File: src/mbs_pkg.sv
// Package of the motion block sequencer: command and report word layout, codes.
// Assumes a single 125 MHz control clock; no timing counts are needed.
package mbs_pkg;
  // ==========================================================================
  // Command word fields
  localparam int CMD_SEQ_BIT    = 4;
  localparam int CMD_RESUME_BIT = 6;
  localparam int CMD_HALT_BIT   = 8;
  localparam int CMD_RUN_BIT    = 9;
  localparam int CMD_SEL_LSB    = 11;
  localparam int CMD_SEL_MSB    = 15;
  // ==========================================================================
  // Report word fields
  localparam int RPT_BUSY_BIT   = 8;
  localparam int RPT_TARGET_BIT = 10;
  localparam int RPT_GEAR_BIT   = 12;
  localparam int RPT_FOLLOW_BIT = 13;
  // ==========================================================================
  // Block numbers and next-block codes
  localparam int           BLK_W          = 8;
  localparam logic [7:0]   BLK_ONE        = 8'h01;
  localparam logic [7:0]   NEXT_END       = 8'h00;
  localparam logic [7:0]   NEXT_ERR_STOP  = 8'hFF;
  localparam logic [7:0]   NEXT_STOP_ERR  = 8'hFE;
  localparam logic [7:0]   NEXT_EMERG_ERR = 8'hFD;
  localparam logic [7:0]   RESUME_NONE    = 8'hFF;
  localparam logic [15:0]  WORD_RESET     = 16'h0000;
  // Block types
  localparam logic [1:0]   TYPE_ABS       = 2'h0;
  localparam logic [1:0]   TYPE_REL       = 2'h1;
  localparam logic [1:0]   TYPE_OTHER     = 2'h2;
  typedef enum logic [1:0] {ST_IDLE, ST_RUN, ST_STOP} mbs_state_type;
endpackage

File: src/mbs_edge.sv
// Rising edge detector for one level input.
// Input is synchronous to CLK.
`timescale 1ns/10ps
`default_nettype none
module mbs_edge (
  input  wire logic clk,
  input  wire logic reset_n,
  input  wire logic level,
  output logic      rise
);
  typedef struct packed {
    logic prev;
  } mbs_edge_type;
  mbs_edge_type st_q;
  mbs_edge_type st_d;

  always_comb begin
    st_d      = st_q;
    st_d.prev = level;
  end

  always_ff @(posedge clk or negedge reset_n) begin
    if (!reset_n) begin
      st_q <= '0;
    end else begin
      st_q <= st_d;
    end
  end

  assign rise = level & ~st_q.prev;
endmodule
`default_nettype wire

File: src/mbs_sequencer.sv
// Motion block sequencer: command word in, report word and indicators out.
// Assumes the motion core reports block type, completion, stop and gear status.
//
// Behaviour
// - Start block is select field bits 15..11 plus one.
// - Command bit 4 chooses single block or automatic chain.
// - Block number is latched only on run bit rising edge.
// - Report bit 8 stays high while a block or chain runs.
// - Single mode clears report bit 8 when the block completes.
// - Chain mode clears bit 8 at next code 0, -1, -2 or -3.
// - Actual block indicator tracks the block being executed.
// - Run bit cleared mid-run decelerates with the active block ramp.
// - Resume plus run edge continues from the interrupted block.
// - Resume without valid block falls back to select-field block.
// - Resume indicator reads -1 unless a block was interrupted.
// - Halt clear: bit 10 high only for positioning blocks in window.
// - Command bit 8 stops the block with its ramp, stays enabled.
// - Halt set: bit 10 low while decelerating, high at zero speed.
// - Clearing halt continues the halted block.
// - Report bit 12 high only while gear used and coupled.
// - Run bit must stay high; dropping it interrupts positioning.
// - Resume bit set starts from the last interrupted block.
`timescale 1ns/10ps
`default_nettype none
module mbs_sequencer (
  input  wire logic        CLK,
  input  wire logic        RESET_N,
  input  wire logic [15:0] CMD_WORD,
  input  wire logic [1:0]  BLK_TYPE,
  input  wire logic [7:0]  BLK_NEXT,
  input  wire logic        BLK_DONE,
  input  wire logic        IN_WINDOW,
  input  wire logic        SPEED_ZERO,
  input  wire logic        GEAR_USED,
  input  wire logic        GEAR_COUPLED,
  input  wire logic        FOLLOW_ERR,
  output logic [15:0]      REPORT_WORD,
  output logic [7:0]       ACT_BLOCK,
  output logic [7:0]       RESUMABLE_BLOCK_INDICATOR,
  output logic             MOVE_EN,
  output logic             RAMP_STOP
);
  typedef struct packed {
    mbs_pkg::mbs_state_type fsm;
    logic                   auto_mode;
    logic [7:0]             act;
    logic [7:0]             resume;
    logic [15:0]            rpt;
    logic                   move;
    logic                   ramp;
  } mbs_st_type;

  mbs_st_type st_q;
  mbs_st_type st_d;
  logic       run_rise;
  logic       run_lvl;
  logic       halt;
  logic [7:0] sel_blk;

  // Next-block code that ends a chain
  function automatic logic is_end(input logic [7:0] code);
    is_end = (code == mbs_pkg::NEXT_END) || (code == mbs_pkg::NEXT_ERR_STOP) ||
             (code == mbs_pkg::NEXT_STOP_ERR) || (code == mbs_pkg::NEXT_EMERG_ERR);
  endfunction

  // Positive block numbers only count as block references
  function automatic logic is_block(input logic [7:0] code);
    is_block = !code[7] && (code != mbs_pkg::NEXT_END);
  endfunction

  assign run_lvl = CMD_WORD[mbs_pkg::CMD_RUN_BIT];
  assign halt    = CMD_WORD[mbs_pkg::CMD_HALT_BIT];
  assign sel_blk = {3'h0, CMD_WORD[mbs_pkg::CMD_SEL_MSB:mbs_pkg::CMD_SEL_LSB]}
                   + mbs_pkg::BLK_ONE;

  mbs_edge u_run_edge (
    .clk     (CLK),
    .reset_n (RESET_N),
    .level   (run_lvl),
    .rise    (run_rise)
  );

  // ==========================================================================
  // Sequencing
  always_comb begin
    st_d = st_q;
    case (st_q.fsm)
      mbs_pkg::ST_IDLE: begin
        st_d.move = 1'b0;
        if (run_rise) begin
          st_d.auto_mode = CMD_WORD[mbs_pkg::CMD_SEQ_BIT];
          if (CMD_WORD[mbs_pkg::CMD_RESUME_BIT] &&
              st_q.resume != mbs_pkg::RESUME_NONE) begin
            st_d.act = st_q.resume;
          end else begin
            st_d.act = sel_blk;
          end
          st_d.resume = mbs_pkg::RESUME_NONE;
          st_d.fsm    = mbs_pkg::ST_RUN;
          st_d.move   = 1'b1;
          st_d.ramp   = 1'b0;
        end
      end
      mbs_pkg::ST_RUN: begin
        if (!run_lvl) begin
          st_d.resume = st_q.act;
          st_d.ramp   = 1'b1;
          st_d.move   = 1'b0;
          st_d.fsm    = mbs_pkg::ST_STOP;
        end else if (halt) begin
          st_d.ramp = 1'b1;
          st_d.move = 1'b0;
        end else begin
          st_d.ramp = 1'b0;
          st_d.move = 1'b1;
          if (BLK_DONE) begin
            if (!st_q.auto_mode || is_end(BLK_NEXT)) begin
              st_d.fsm  = mbs_pkg::ST_IDLE;
              st_d.move = 1'b0;
            end else if (is_block(BLK_NEXT)) begin
              st_d.act = BLK_NEXT;
            end else begin
              st_d.fsm  = mbs_pkg::ST_IDLE;
              st_d.move = 1'b0;
            end
          end
        end
      end
      mbs_pkg::ST_STOP: begin
        if (SPEED_ZERO) begin
          st_d.ramp = 1'b0;
          st_d.fsm  = mbs_pkg::ST_IDLE;
        end
      end
      default: begin
        st_d.fsm = mbs_pkg::ST_IDLE;
      end
    endcase

    // ========================================================================
    // Report word
    st_d.rpt = mbs_pkg::WORD_RESET;
    st_d.rpt[mbs_pkg::RPT_BUSY_BIT] = (st_d.fsm != mbs_pkg::ST_IDLE);
    if (halt) begin
      st_d.rpt[mbs_pkg::RPT_TARGET_BIT] = SPEED_ZERO;
    end else begin
      st_d.rpt[mbs_pkg::RPT_TARGET_BIT] = IN_WINDOW &&
        (BLK_TYPE == mbs_pkg::TYPE_ABS || BLK_TYPE == mbs_pkg::TYPE_REL);
    end
    st_d.rpt[mbs_pkg::RPT_GEAR_BIT]   = GEAR_USED && GEAR_COUPLED;
    st_d.rpt[mbs_pkg::RPT_FOLLOW_BIT] = FOLLOW_ERR;
    // Bits 3..0, 5, 7 and 10 of the command word are not used here
  end

  always_ff @(posedge CLK or negedge RESET_N) begin
    if (!RESET_N) begin
      st_q.fsm       <= mbs_pkg::ST_IDLE;
      st_q.auto_mode <= 1'b0;
      st_q.act       <= mbs_pkg::BLK_ONE;
      st_q.resume    <= mbs_pkg::RESUME_NONE;
      st_q.rpt       <= mbs_pkg::WORD_RESET;
      st_q.move      <= 1'b0;
      st_q.ramp      <= 1'b0;
    end else begin
      st_q <= st_d;
    end
  end

  assign REPORT_WORD               = st_q.rpt;
  assign ACT_BLOCK                 = st_q.act;
  assign RESUMABLE_BLOCK_INDICATOR = st_q.resume;
  assign MOVE_EN                   = st_q.move;
  assign RAMP_STOP                 = st_q.ramp;

  // ==========================================================================
  // Checks: start and resume
  AST_START_LATCH: assert property (@(posedge CLK) disable iff (!RESET_N)
    (st_q.fsm == mbs_pkg::ST_IDLE && run_rise && !CMD_WORD[mbs_pkg::CMD_RESUME_BIT])
    |=> ACT_BLOCK == $past(sel_blk)) else $error("start block wrong");

  AST_MODE: assert property (@(posedge CLK) disable iff (!RESET_N)
    (st_q.fsm == mbs_pkg::ST_IDLE && run_rise)
    |=> st_q.auto_mode == $past(CMD_WORD[mbs_pkg::CMD_SEQ_BIT])) else $error("mode");

  AST_BUSY: assert property (@(posedge CLK) disable iff (!RESET_N)
    (st_q.fsm == mbs_pkg::ST_IDLE && run_rise) |=> REPORT_WORD[mbs_pkg::RPT_BUSY_BIT])
    else $error("busy not set");

  AST_RESUME_START: assert property (@(posedge CLK) disable iff (!RESET_N)
    (st_q.fsm == mbs_pkg::ST_IDLE && run_rise && CMD_WORD[mbs_pkg::CMD_RESUME_BIT] &&
     st_q.resume != mbs_pkg::RESUME_NONE)
    |=> ACT_BLOCK == $past(st_q.resume)) else $error("resume block wrong");

  AST_RESUME_FALLBACK: assert property (@(posedge CLK) disable iff (!RESET_N)
    (st_q.fsm == mbs_pkg::ST_IDLE && run_rise && CMD_WORD[mbs_pkg::CMD_RESUME_BIT] &&
     st_q.resume == mbs_pkg::RESUME_NONE)
    |=> ACT_BLOCK == $past(sel_blk)) else $error("fallback block wrong");

  AST_RESUME_CLEAR: assert property (@(posedge CLK) disable iff (!RESET_N)
    (st_q.fsm == mbs_pkg::ST_IDLE && run_rise)
    |=> RESUMABLE_BLOCK_INDICATOR == mbs_pkg::RESUME_NONE) else $error("resume not cleared");

  AST_NO_RESTART: assert property (@(posedge CLK) disable iff (!RESET_N)
    (st_q.fsm == mbs_pkg::ST_STOP && run_rise)
    |=> st_q.fsm != mbs_pkg::ST_RUN && ACT_BLOCK == $past(ACT_BLOCK))
    else $error("restart while stopping");

  AST_IDLE_STILL: assert property (@(posedge CLK) disable iff (!RESET_N)
    (st_q.fsm == mbs_pkg::ST_IDLE && !run_rise)
    |=> !REPORT_WORD[mbs_pkg::RPT_BUSY_BIT] && !MOVE_EN)
    else $error("busy while idle");

  // ==========================================================================
  // Checks: block completion and chaining
  AST_SINGLE_DONE: assert property (@(posedge CLK) disable iff (!RESET_N)
    (st_q.fsm == mbs_pkg::ST_RUN && !st_q.auto_mode && run_lvl && !halt && BLK_DONE)
    |=> !REPORT_WORD[mbs_pkg::RPT_BUSY_BIT]) else $error("single not cleared");

  AST_CHAIN_END: assert property (@(posedge CLK) disable iff (!RESET_N)
    (st_q.fsm == mbs_pkg::ST_RUN && run_lvl && !halt && BLK_DONE && is_end(BLK_NEXT))
    |=> st_q.fsm == mbs_pkg::ST_IDLE) else $error("chain end");

  AST_CHAIN_NEXT: assert property (@(posedge CLK) disable iff (!RESET_N)
    (st_q.fsm == mbs_pkg::ST_RUN && st_q.auto_mode && run_lvl && !halt && BLK_DONE &&
     is_block(BLK_NEXT)) |=> ACT_BLOCK == $past(BLK_NEXT)) else $error("act");

  AST_CHAIN_BUSY: assert property (@(posedge CLK) disable iff (!RESET_N)
    (st_q.fsm == mbs_pkg::ST_RUN && st_q.auto_mode && run_lvl && !halt && BLK_DONE &&
     is_block(BLK_NEXT))
    |=> REPORT_WORD[mbs_pkg::RPT_BUSY_BIT] && MOVE_EN) else $error("chain busy dropped");

  // ==========================================================================
  // Checks: interrupt and halt
  AST_INTERRUPT: assert property (@(posedge CLK) disable iff (!RESET_N)
    (st_q.fsm == mbs_pkg::ST_RUN && !run_lvl)
    |=> RAMP_STOP && !MOVE_EN && RESUMABLE_BLOCK_INDICATOR == $past(ACT_BLOCK))
    else $error("interrupt");

  AST_STOP_HOLD: assert property (@(posedge CLK) disable iff (!RESET_N)
    (st_q.fsm == mbs_pkg::ST_STOP && !SPEED_ZERO) |=> RAMP_STOP && !MOVE_EN)
    else $error("ramp released early");

  AST_STOP_END: assert property (@(posedge CLK) disable iff (!RESET_N)
    (st_q.fsm == mbs_pkg::ST_STOP && SPEED_ZERO) |=> !RAMP_STOP && !MOVE_EN)
    else $error("stop not ended");

  AST_HALT: assert property (@(posedge CLK) disable iff (!RESET_N)
    (st_q.fsm == mbs_pkg::ST_RUN && run_lvl && halt) |=> RAMP_STOP && !MOVE_EN)
    else $error("halt");

  AST_HALT_RELEASE: assert property (@(posedge CLK) disable iff (!RESET_N)
    (st_q.fsm == mbs_pkg::ST_RUN && run_lvl && !halt && !BLK_DONE)
    |=> MOVE_EN && !RAMP_STOP && ACT_BLOCK == $past(ACT_BLOCK))
    else $error("halted block not continued");

  AST_HALT_KEEP: assert property (@(posedge CLK) disable iff (!RESET_N)
    (st_q.fsm == mbs_pkg::ST_RUN && run_lvl && halt)
    |=> REPORT_WORD[mbs_pkg::RPT_BUSY_BIT] && ACT_BLOCK == $past(ACT_BLOCK))
    else $error("halt lost block");

  // ==========================================================================
  // Checks: report word
  AST_TARGET_HALT: assert property (@(posedge CLK) disable iff (!RESET_N)
    halt |=> REPORT_WORD[mbs_pkg::RPT_TARGET_BIT] == $past(SPEED_ZERO))
    else $error("target halt");

  AST_TARGET_MOVE: assert property (@(posedge CLK) disable iff (!RESET_N)
    !halt |=> REPORT_WORD[mbs_pkg::RPT_TARGET_BIT] == $past(IN_WINDOW &&
      (BLK_TYPE == mbs_pkg::TYPE_ABS || BLK_TYPE == mbs_pkg::TYPE_REL)))
    else $error("target window");

  AST_GEAR: assert property (@(posedge CLK) disable iff (!RESET_N)
    1'b1 |=> REPORT_WORD[mbs_pkg::RPT_GEAR_BIT] == $past(GEAR_USED && GEAR_COUPLED))
    else $error("gear");

  AST_FOLLOW: assert property (@(posedge CLK) disable iff (!RESET_N)
    1'b1 |=> REPORT_WORD[mbs_pkg::RPT_FOLLOW_BIT] == $past(FOLLOW_ERR))
    else $error("following error");

  // Report bits not owned here read zero
  localparam logic [15:0] rpt_used = (16'h0001 << mbs_pkg::RPT_BUSY_BIT) |
    (16'h0001 << mbs_pkg::RPT_TARGET_BIT) | (16'h0001 << mbs_pkg::RPT_GEAR_BIT) |
    (16'h0001 << mbs_pkg::RPT_FOLLOW_BIT);
  AST_SPARE_CLEAR: assert property (@(posedge CLK) disable iff (!RESET_N)
    (REPORT_WORD & ~rpt_used) == mbs_pkg::WORD_RESET) else $error("spare bits set");

  // ==========================================================================
  // Scenario covers
  COV_SINGLE: cover property (@(posedge CLK) disable iff (!RESET_N)
    st_q.fsm == mbs_pkg::ST_RUN && !st_q.auto_mode ##[1:20] st_q.fsm == mbs_pkg::ST_IDLE);

  COV_CHAIN: cover property (@(posedge CLK) disable iff (!RESET_N)
    st_q.fsm == mbs_pkg::ST_RUN && st_q.auto_mode && BLK_DONE && is_block(BLK_NEXT));

  COV_RESUME: cover property (@(posedge CLK) disable iff (!RESET_N)
    st_q.fsm == mbs_pkg::ST_STOP ##[1:20] run_rise && CMD_WORD[mbs_pkg::CMD_RESUME_BIT]);

  COV_HALT: cover property (@(posedge CLK) disable iff (!RESET_N)
    st_q.fsm == mbs_pkg::ST_RUN && halt ##[1:20] st_q.fsm == mbs_pkg::ST_RUN && !halt);
endmodule
`default_nettype wire
File: config.mk
export PLATFORM = sky130hd
export DESIGN_NAME = mbs_sequencer
export DESIGN_NICKNAME = d
export VERILOG_FILES = /design/src/mbs_pkg.sv /design/src/mbs_edge.sv /design/src/mbs_sequencer.sv
export SDC_FILE = /design/constraint.sdc
export NUM_CORES = 1
export LEC_CHECK = 0
export ABC_AREA = 0
export ABC_CLOCK_PERIOD_IN_PS = 3900
export BUFFER_PORTS_ARGS = -buffer_cell sky130_fd_sc_hd__buf_2
export CAP_MARGIN = 0
export CORE_MARGIN = 2
export CORE_UTILIZATION = 52
export CTS_CLUSTER_DIAMETER = 80
export DETAILED_ROUTE_END_ITERATION = 7
export GPL_TIMING_DRIVEN = 0
export PLACE_DENSITY = 0.85
export SETUP_SLACK_MARGIN = 0.2
export SYNTH_ARGS = -nofsm -noshare
export SYNTH_HDL_FRONTEND = slang
export SYNTH_SLANG_ARGS = --single-unit
File: constraint.sdc
create_clock -name CLK -period 3.9 [get_ports CLK]
set_clock_uncertainty 0.1 [all_clocks]
set_input_delay 0.195 -clock CLK [delete_from_list [all_inputs] [get_ports CLK]]
set_output_delay 0.195 -clock CLK [all_outputs]
set_load 0.01 [all_outputs]
**Word level (Yosys, flattened, before mapping)**

Cells that the tools add are included.

- Output and inout port bits: 34
- Register bits: 26
- Bits of input ports: 34
- Logic and storage cells: 74

- Reduce and logical (&&, ||, !) cells: 22
- Muxes and demuxes: 26
- Bitwise gates (word level): 2
- Add/subtract/negate cells: 1
- Eq/ne operators: 15

Operator list:

| kind | count |
|---|---|
| $mux W8 | 7 |
| $pmux W16 S2 | 1 |
| $eq A8 B8 Y1 const B | 3 |
| $mux W19 | 1 |
| $mux W2 | 9 |
| $ne A2 B2 Y1 const B | 8 |
| $logic_not A8 Y1 | 1 |
| $ne A8 B8 Y1 const B | 1 |
| $reduce_bool A8 Y1 | 1 |
| $reduce_and A7 Y1 | 1 |
| $add A5 B1 Y6 const B | 1 |
| $pmux W2 S3 | 1 |
| $reduce_and A3 Y1 | 2 |
| $logic_or A1 B1 Y1 | 5 |
| $mux W1 | 5 |
| $eq A2 B1 Y1 const B | 2 |
| $logic_and A1 B1 Y1 | 4 |
| $logic_not A2 Y1 | 2 |
| $reduce_bool A2 Y1 | 2 |
| $pmux W1 S3 | 1 |
| $reduce_bool A3 Y1 | 1 |
| $eq A2 B2 Y1 const B | 1 |
| $logic_not A1 Y1 | 2 |
| $pmux W1 S2 | 1 |
| 3 further kinds | 3 |

**Longest topological paths before layout**

- Depth after elaboration: 11
- Gate-level depth with buffers: 6
- Gate-level depth less buffers: 5

**Hierarchy**

Synthesis repeated with hierarchy kept, for this count alone.

- Cell total of the unflattened synthesis: 167
- Area total of the unflattened synthesis: 1625.3 um^2

By module, submodules not included:

| module | times used | area an instance (um^2) | seq. area each (um^2) | cells an instance |
|---|---|---|---|---|
| mbs_sequencer | 1 | 1586.5 | 636.9 | 165 |
| mbs_edge | 1 | 38.8 | 25.0 | 2 |

**Least setup slack after synthesis**

Ideal clock, no wire load.

- Path kind: reg2reg
- Start: reg u_run_edge.st_q
- End: reg st_q, in the netlist ACT_BLOCK[4]
- Slack: 2153 ps
- Arrival: 1520 ps
- Buffers on the path: 2
- Data required time: 3674 ps
- Cell stages (with the launch flop): 7
- Cell sequence: dfrtp_1 nand2b_1 or3_1 buf_4 and2_1 buf_6 o32a_1

- Cells in the longest elaborated chain, start to end: 4

Ends and longest elaborated chain:

| item | line | source |
|---|---|---|
| start, declared | mbs_edge.sv:14 | `mbs_edge_type st_q;` |
| start signal, assigned | mbs_edge.sv:26 | `st_q <= st_d;` |
| $not A1 Y1 | mbs_edge.sv:30 | `assign rise = level & ~st_q.prev;` |
| $and A1 B1 Y1 | mbs_edge.sv:30 |  |
| $ne A2 B2 Y1 (no source line) | - |  |
| $reduce_and A7 Y1 (no source line) | - |  |
| end signal, assigned | mbs_sequencer.sv:165 | `st_q <= st_d;` |
| end, declared | mbs_sequencer.sv:53 | `mbs_st_type st_q;` |

Every way passes these cells.
A chain may end at the register's enable or synchronous reset.

**Final worst setup path**

- Start: reg st_q, in the netlist RESUMABLE_BLOCK_INDICATOR[6]
- End: reg st_q, in the netlist ACT_BLOCK[4]

- Cells in the longest elaborated chain, start to end: 5

Ends and longest elaborated chain:

| item | line | source |
|---|---|---|
| $ne A8 B8 Y1 | mbs_sequencer.sv:93 | `st_q.resume != mbs_pkg::RESUME_NONE) begin` |
| $logic_and A1 B1 Y1 | mbs_sequencer.sv:92 | `if (CMD_WORD[mbs_pkg::CMD_RESUME_BIT] &&` |
| $mux W8 | mbs_sequencer.sv:92 |  |
| $mux W19 | mbs_sequencer.sv:90 | `if (run_rise) begin` |
| $pmux W16 S2 | mbs_sequencer.sv:87 | `case (st_q.fsm)` |

Every way passes these cells. The select of a mux whose other input is x is not followed.

==> reports/qor.txt <==
Largest stage delay, worst path -> 0.58 ns
Cells after Synth -> 161
internal power -> 0.719 mW
first-pass detailed-route iteration total -> 4
CTS Buf Count -> 3
R2R depth -> 4
leakage -> 1.04 nW
Comb power frac -> 44.7%
DIE AREA -> 3660 µm²
crit start category -> flip-flop
crit end category -> flip-flop
Starting Density -> 54.4%
Peak VDD IR -> 0.373 mV
layout cells sized above 1 -> 46.5%
Hold Crit Start -> SPEED_ZERO
Post-Route WL -> 3.41 mm
largest net degree at the start of global routing -> 27
Die H -> 60.5 µm
RSZ-0062 raised after global routing -> false
Core Rows -> 20
Power Total -> 1.09 mW
grt total ovfl -> 0
ys async rst share -> 100%
PnR worst setup slack -> 1.98 ns
Syn Area/Cell -> 10.3 µm²
Filler Cell Count -> 259
metal2 WL -> 1.63 mm
PortBufs -> 47
Skew-Pair Late Insertion Delay -> 0.32 ns
Worst EP required -> 4.02 ns
max cap viols -> 0
Net Sw Frac -> 34.1%
CP max FO -> 7
synth warn -> 0
synthesized area -> 1660 µm²
TritonCTS clock tree -> yes
synth-to-layout area growth -> 26.4%
hold path endpoint -> st_q[36]$_DFF_PN0_
predominant post-synthesis flop cell -> dfrtp_1
die width -> 60.5 µm
vias per inst -> 5.11
final net count -> 266
dpl ws -> 2.02 ns
Clk network pwr share -> 12.3%
max-slew violations -> 0
CTS Sinks -> 26
CP max-delay cell -> dfstp_2
post-layout min period -> 1.92 ns
Routed Antenna Nets -> 0
Core Area -> 3050 µm²
ant diodes -> 0
DR WL/cell -> 12.4 µm
part of the Yosys area used for sequential elements -> 39.8%
Post-synth EDFFs -> 0
H-tree levels -> 1
crit-path cells -> nand4_1 > o21ai_1 > a211oi_1 > o32a_1
antenna violations before repair -> 0
actual slew at the worst max-slew pin -> 0.549 ns
sequential share of power -> 43.1%
Worst Hold Depth -> 2
post-CTS setup repair buffer count -> 0
sw power -> 0.371 mW
global placer's final weighted congestion -> 0.940
reg2reg setup slack -> 1.98 ns
Rel. slew slack -> 63.4%
gr usage total -> 19.3%
First DRT Iteration DRCs -> 44
Residual DRC -> 0
worst flop-to-flop path endpoint -> ACT_BLOCK[4]$_DFFE_PN0P_
final-report hold violation count -> 0
f_max -> 0.520 GHz
CP arrival -> 2.05 ns
Final Setup Violations -> 0
critical path class -> reg2reg
detailed-route via count -> 1400
flops & latches, synth -> 26
setup TNS -> 0 ns
synth unique cells -> 42
worst r2r src -> RESUMABLE_BLOCK_INDICATOR[6]$_DFFE_PN1P_
first-pass GRT wire length -> 5.34 mm
met1 WL -> 1.52 mm
Hold Path Class -> in2reg
status -> complete, no violations
family with the most delay on the worst path -> compound AO/OA/AOI/OAI gates
DPL Wire Length -> 2.54 mm
Worst-path clk slew -> 0.13 ns
CTS max path bufs -> 2
I/O pin cnt -> 68
final cycle utilization of the critical path -> 49.3%
critical path buffer and inverter count -> 0
CTS root buf -> clkbuf_4
Pwr per Cell Area -> 519 nW/µm²
Top Layer Used -> met4
vias in the first global route -> 1240
WL met3 -> 220 µm
metrics by stage:
stage | instances | hold WS (ns) | cell area, µm² | utilization (%)
final | 274 | 0.0176 | 2100 | 68.8
after global routing | 274 | 0.00887 | 2100 | 68.8
after CTS | 274 | 0.00601 | 2100 | 68.8
after detailed placement | 263 | 0.116 | 1990 | 65.3
after global placement | 263 | 0.115 | 1990 | 65.3
after floorplan | 172 | -0.201 | 1700 | -
worst register-to-register path, stage by stage (launching register included):
cell and delay [ns]:
dfstp_2 0.58, nand4_1 0.15, o21ai_1 0.47, a211oi_1 0.16
o32a_1 0.36
metal layers:
metal | up-vias | global-route usage [%]
met1 | 661 | 24.2
met4 | 0 | 4.66
li1 | 684 | -
met3 | 6 | 4.05
met5 | - | 0
met2 | 49 | 34.2
kinds of logic (layout without fill, tap and decap cells):
group / after synthesis / after routing / share of synthesized area, %
DFF: 26 / 26 / 39.8
and+or+nand+nor: 42 / 42 / 14.6
other: 1 / 12 / 0.226
adders and majority gates: 1 / 1 / 0.753
muxes: 3 / 3 / 2.18
buffers and inverters: 44 / 102 / 18.1
xor gates and xnor gates: 2 / 2 / 1.05
AOI/OAI and AO/OA: 42 / 42 / 23.2
final cells by class:
| cell class | instances | area [µm²] | share of cell area, % |
|---|---|---|---|
| Clock buffer | 4 | 36.3 | 1.73 |
| Inverter | 8 | 30.0 | 1.43 |
| Multi-Input combinational cell | 102 | 739 | 35.2 |
| Sequential cell | 26 | 662 | 31.5 |
| Tap cell | 44 | 55.1 | 2.62 |
| Timing Repair Buffer | 54 | 305 | 14.5 |
| Buffer | 36 | 272 | 12.9 |
cells in the final DEF, fill, tap and decap left out, types with 2 or more instances in the layout:
cell type and count:
o21ai_0 4, and2_1 2, dfstp_2 9, nand2b_1 5, a221oi_1 4, or4_4 2
o21a_1 5, inv_1 8, nor2b_1 5, nand2_1 6, dfrtp_1 17, nand3_1 6
o211ai_4 2, nand4_1 4, dlygate4sd3_1 7, clkbuf_4 3, buf_4 34, nor2_1 7
buf_2 48, o32a_1 7, conb_1 12, o31a_1 3, o22a_1 8
cells in the mapped netlist, drive strengths merged (2+ instances only):
master,count,area (µm²)
o22a,8,70.1
o211ai,3,55.1
mux2,2,26.3
buf,36,272
nand2,6,22.5
nor2b,5,31.3
o21ai,5,25.0
a221oi,4,35.0
nand3,6,30.0
dfstp,9,236
o21a,5,37.5
nand2b,5,31.3
or4,2,22.5
inv,8,30.0
nor2,7,26.3
and2,2,12.5
o32a,7,70.1
nand4,4,25.0
dfrtp,17,425
o31a,3,26.3
power groups by stage:
stage	Clock [mW]	Sequential [mW]	Combinational, mW
floorplan	0	0.452	0.346
global placement	0	0.474	0.470
detailed placement	0	0.474	0.482
CTS	0.139	0.469	0.490
global route	0.149	0.479	0.532
finish	0.134	0.469	0.487
worst max path at each step:
| stage | from | endpoint | cells after the start |
|---|---|---|---|
| 4_1_cts | RESUMABLE_BLOCK_INDICATOR[6]$_DFFE_PN1P_ | ACT_BLOCK[4]$_DFFE_PN0P_ | 4 |
| 2_1_floorplan | u_run_edge.st_q$_DFF_PN0_ | ACT_BLOCK[4]$_DFFE_PN0P_ | 6 |
| 6_report | RESUMABLE_BLOCK_INDICATOR[6]$_DFFE_PN1P_ | ACT_BLOCK[4]$_DFFE_PN0P_ | 4 |
| 3_5_place_dp | RESUMABLE_BLOCK_INDICATOR[6]$_DFFE_PN1P_ | ACT_BLOCK[4]$_DFFE_PN0P_ | 4 |
| 3_3_place_gp | RESUMABLE_BLOCK_INDICATOR[6]$_DFFE_PN1P_ | ACT_BLOCK[4]$_DFFE_PN0P_ | 4 |
| 5_1_grt | RESUMABLE_BLOCK_INDICATOR[6]$_DFFE_PN1P_ | ACT_BLOCK[4]$_DFFE_PN0P_ | 4 |
flip-flops by register name (all words and copies together) (netlist names):
register,flops
u_run_edge.st_q,1
st_q,3
MOVE_EN,1
ACT_BLOCK,8
REPORT_WORD,4
RESUMABLE_BLOCK_INDICATOR,8
RAMP_STOP,1
what timing repair did:
| action | in CTS | in global routing |
|---|---|---|
| hold buffers | 7 | 0 |
| resized for setup | 0 | 0 |
| hold endpoints to repair | 22 | 0 |
(Power assumes the default switching activity.)
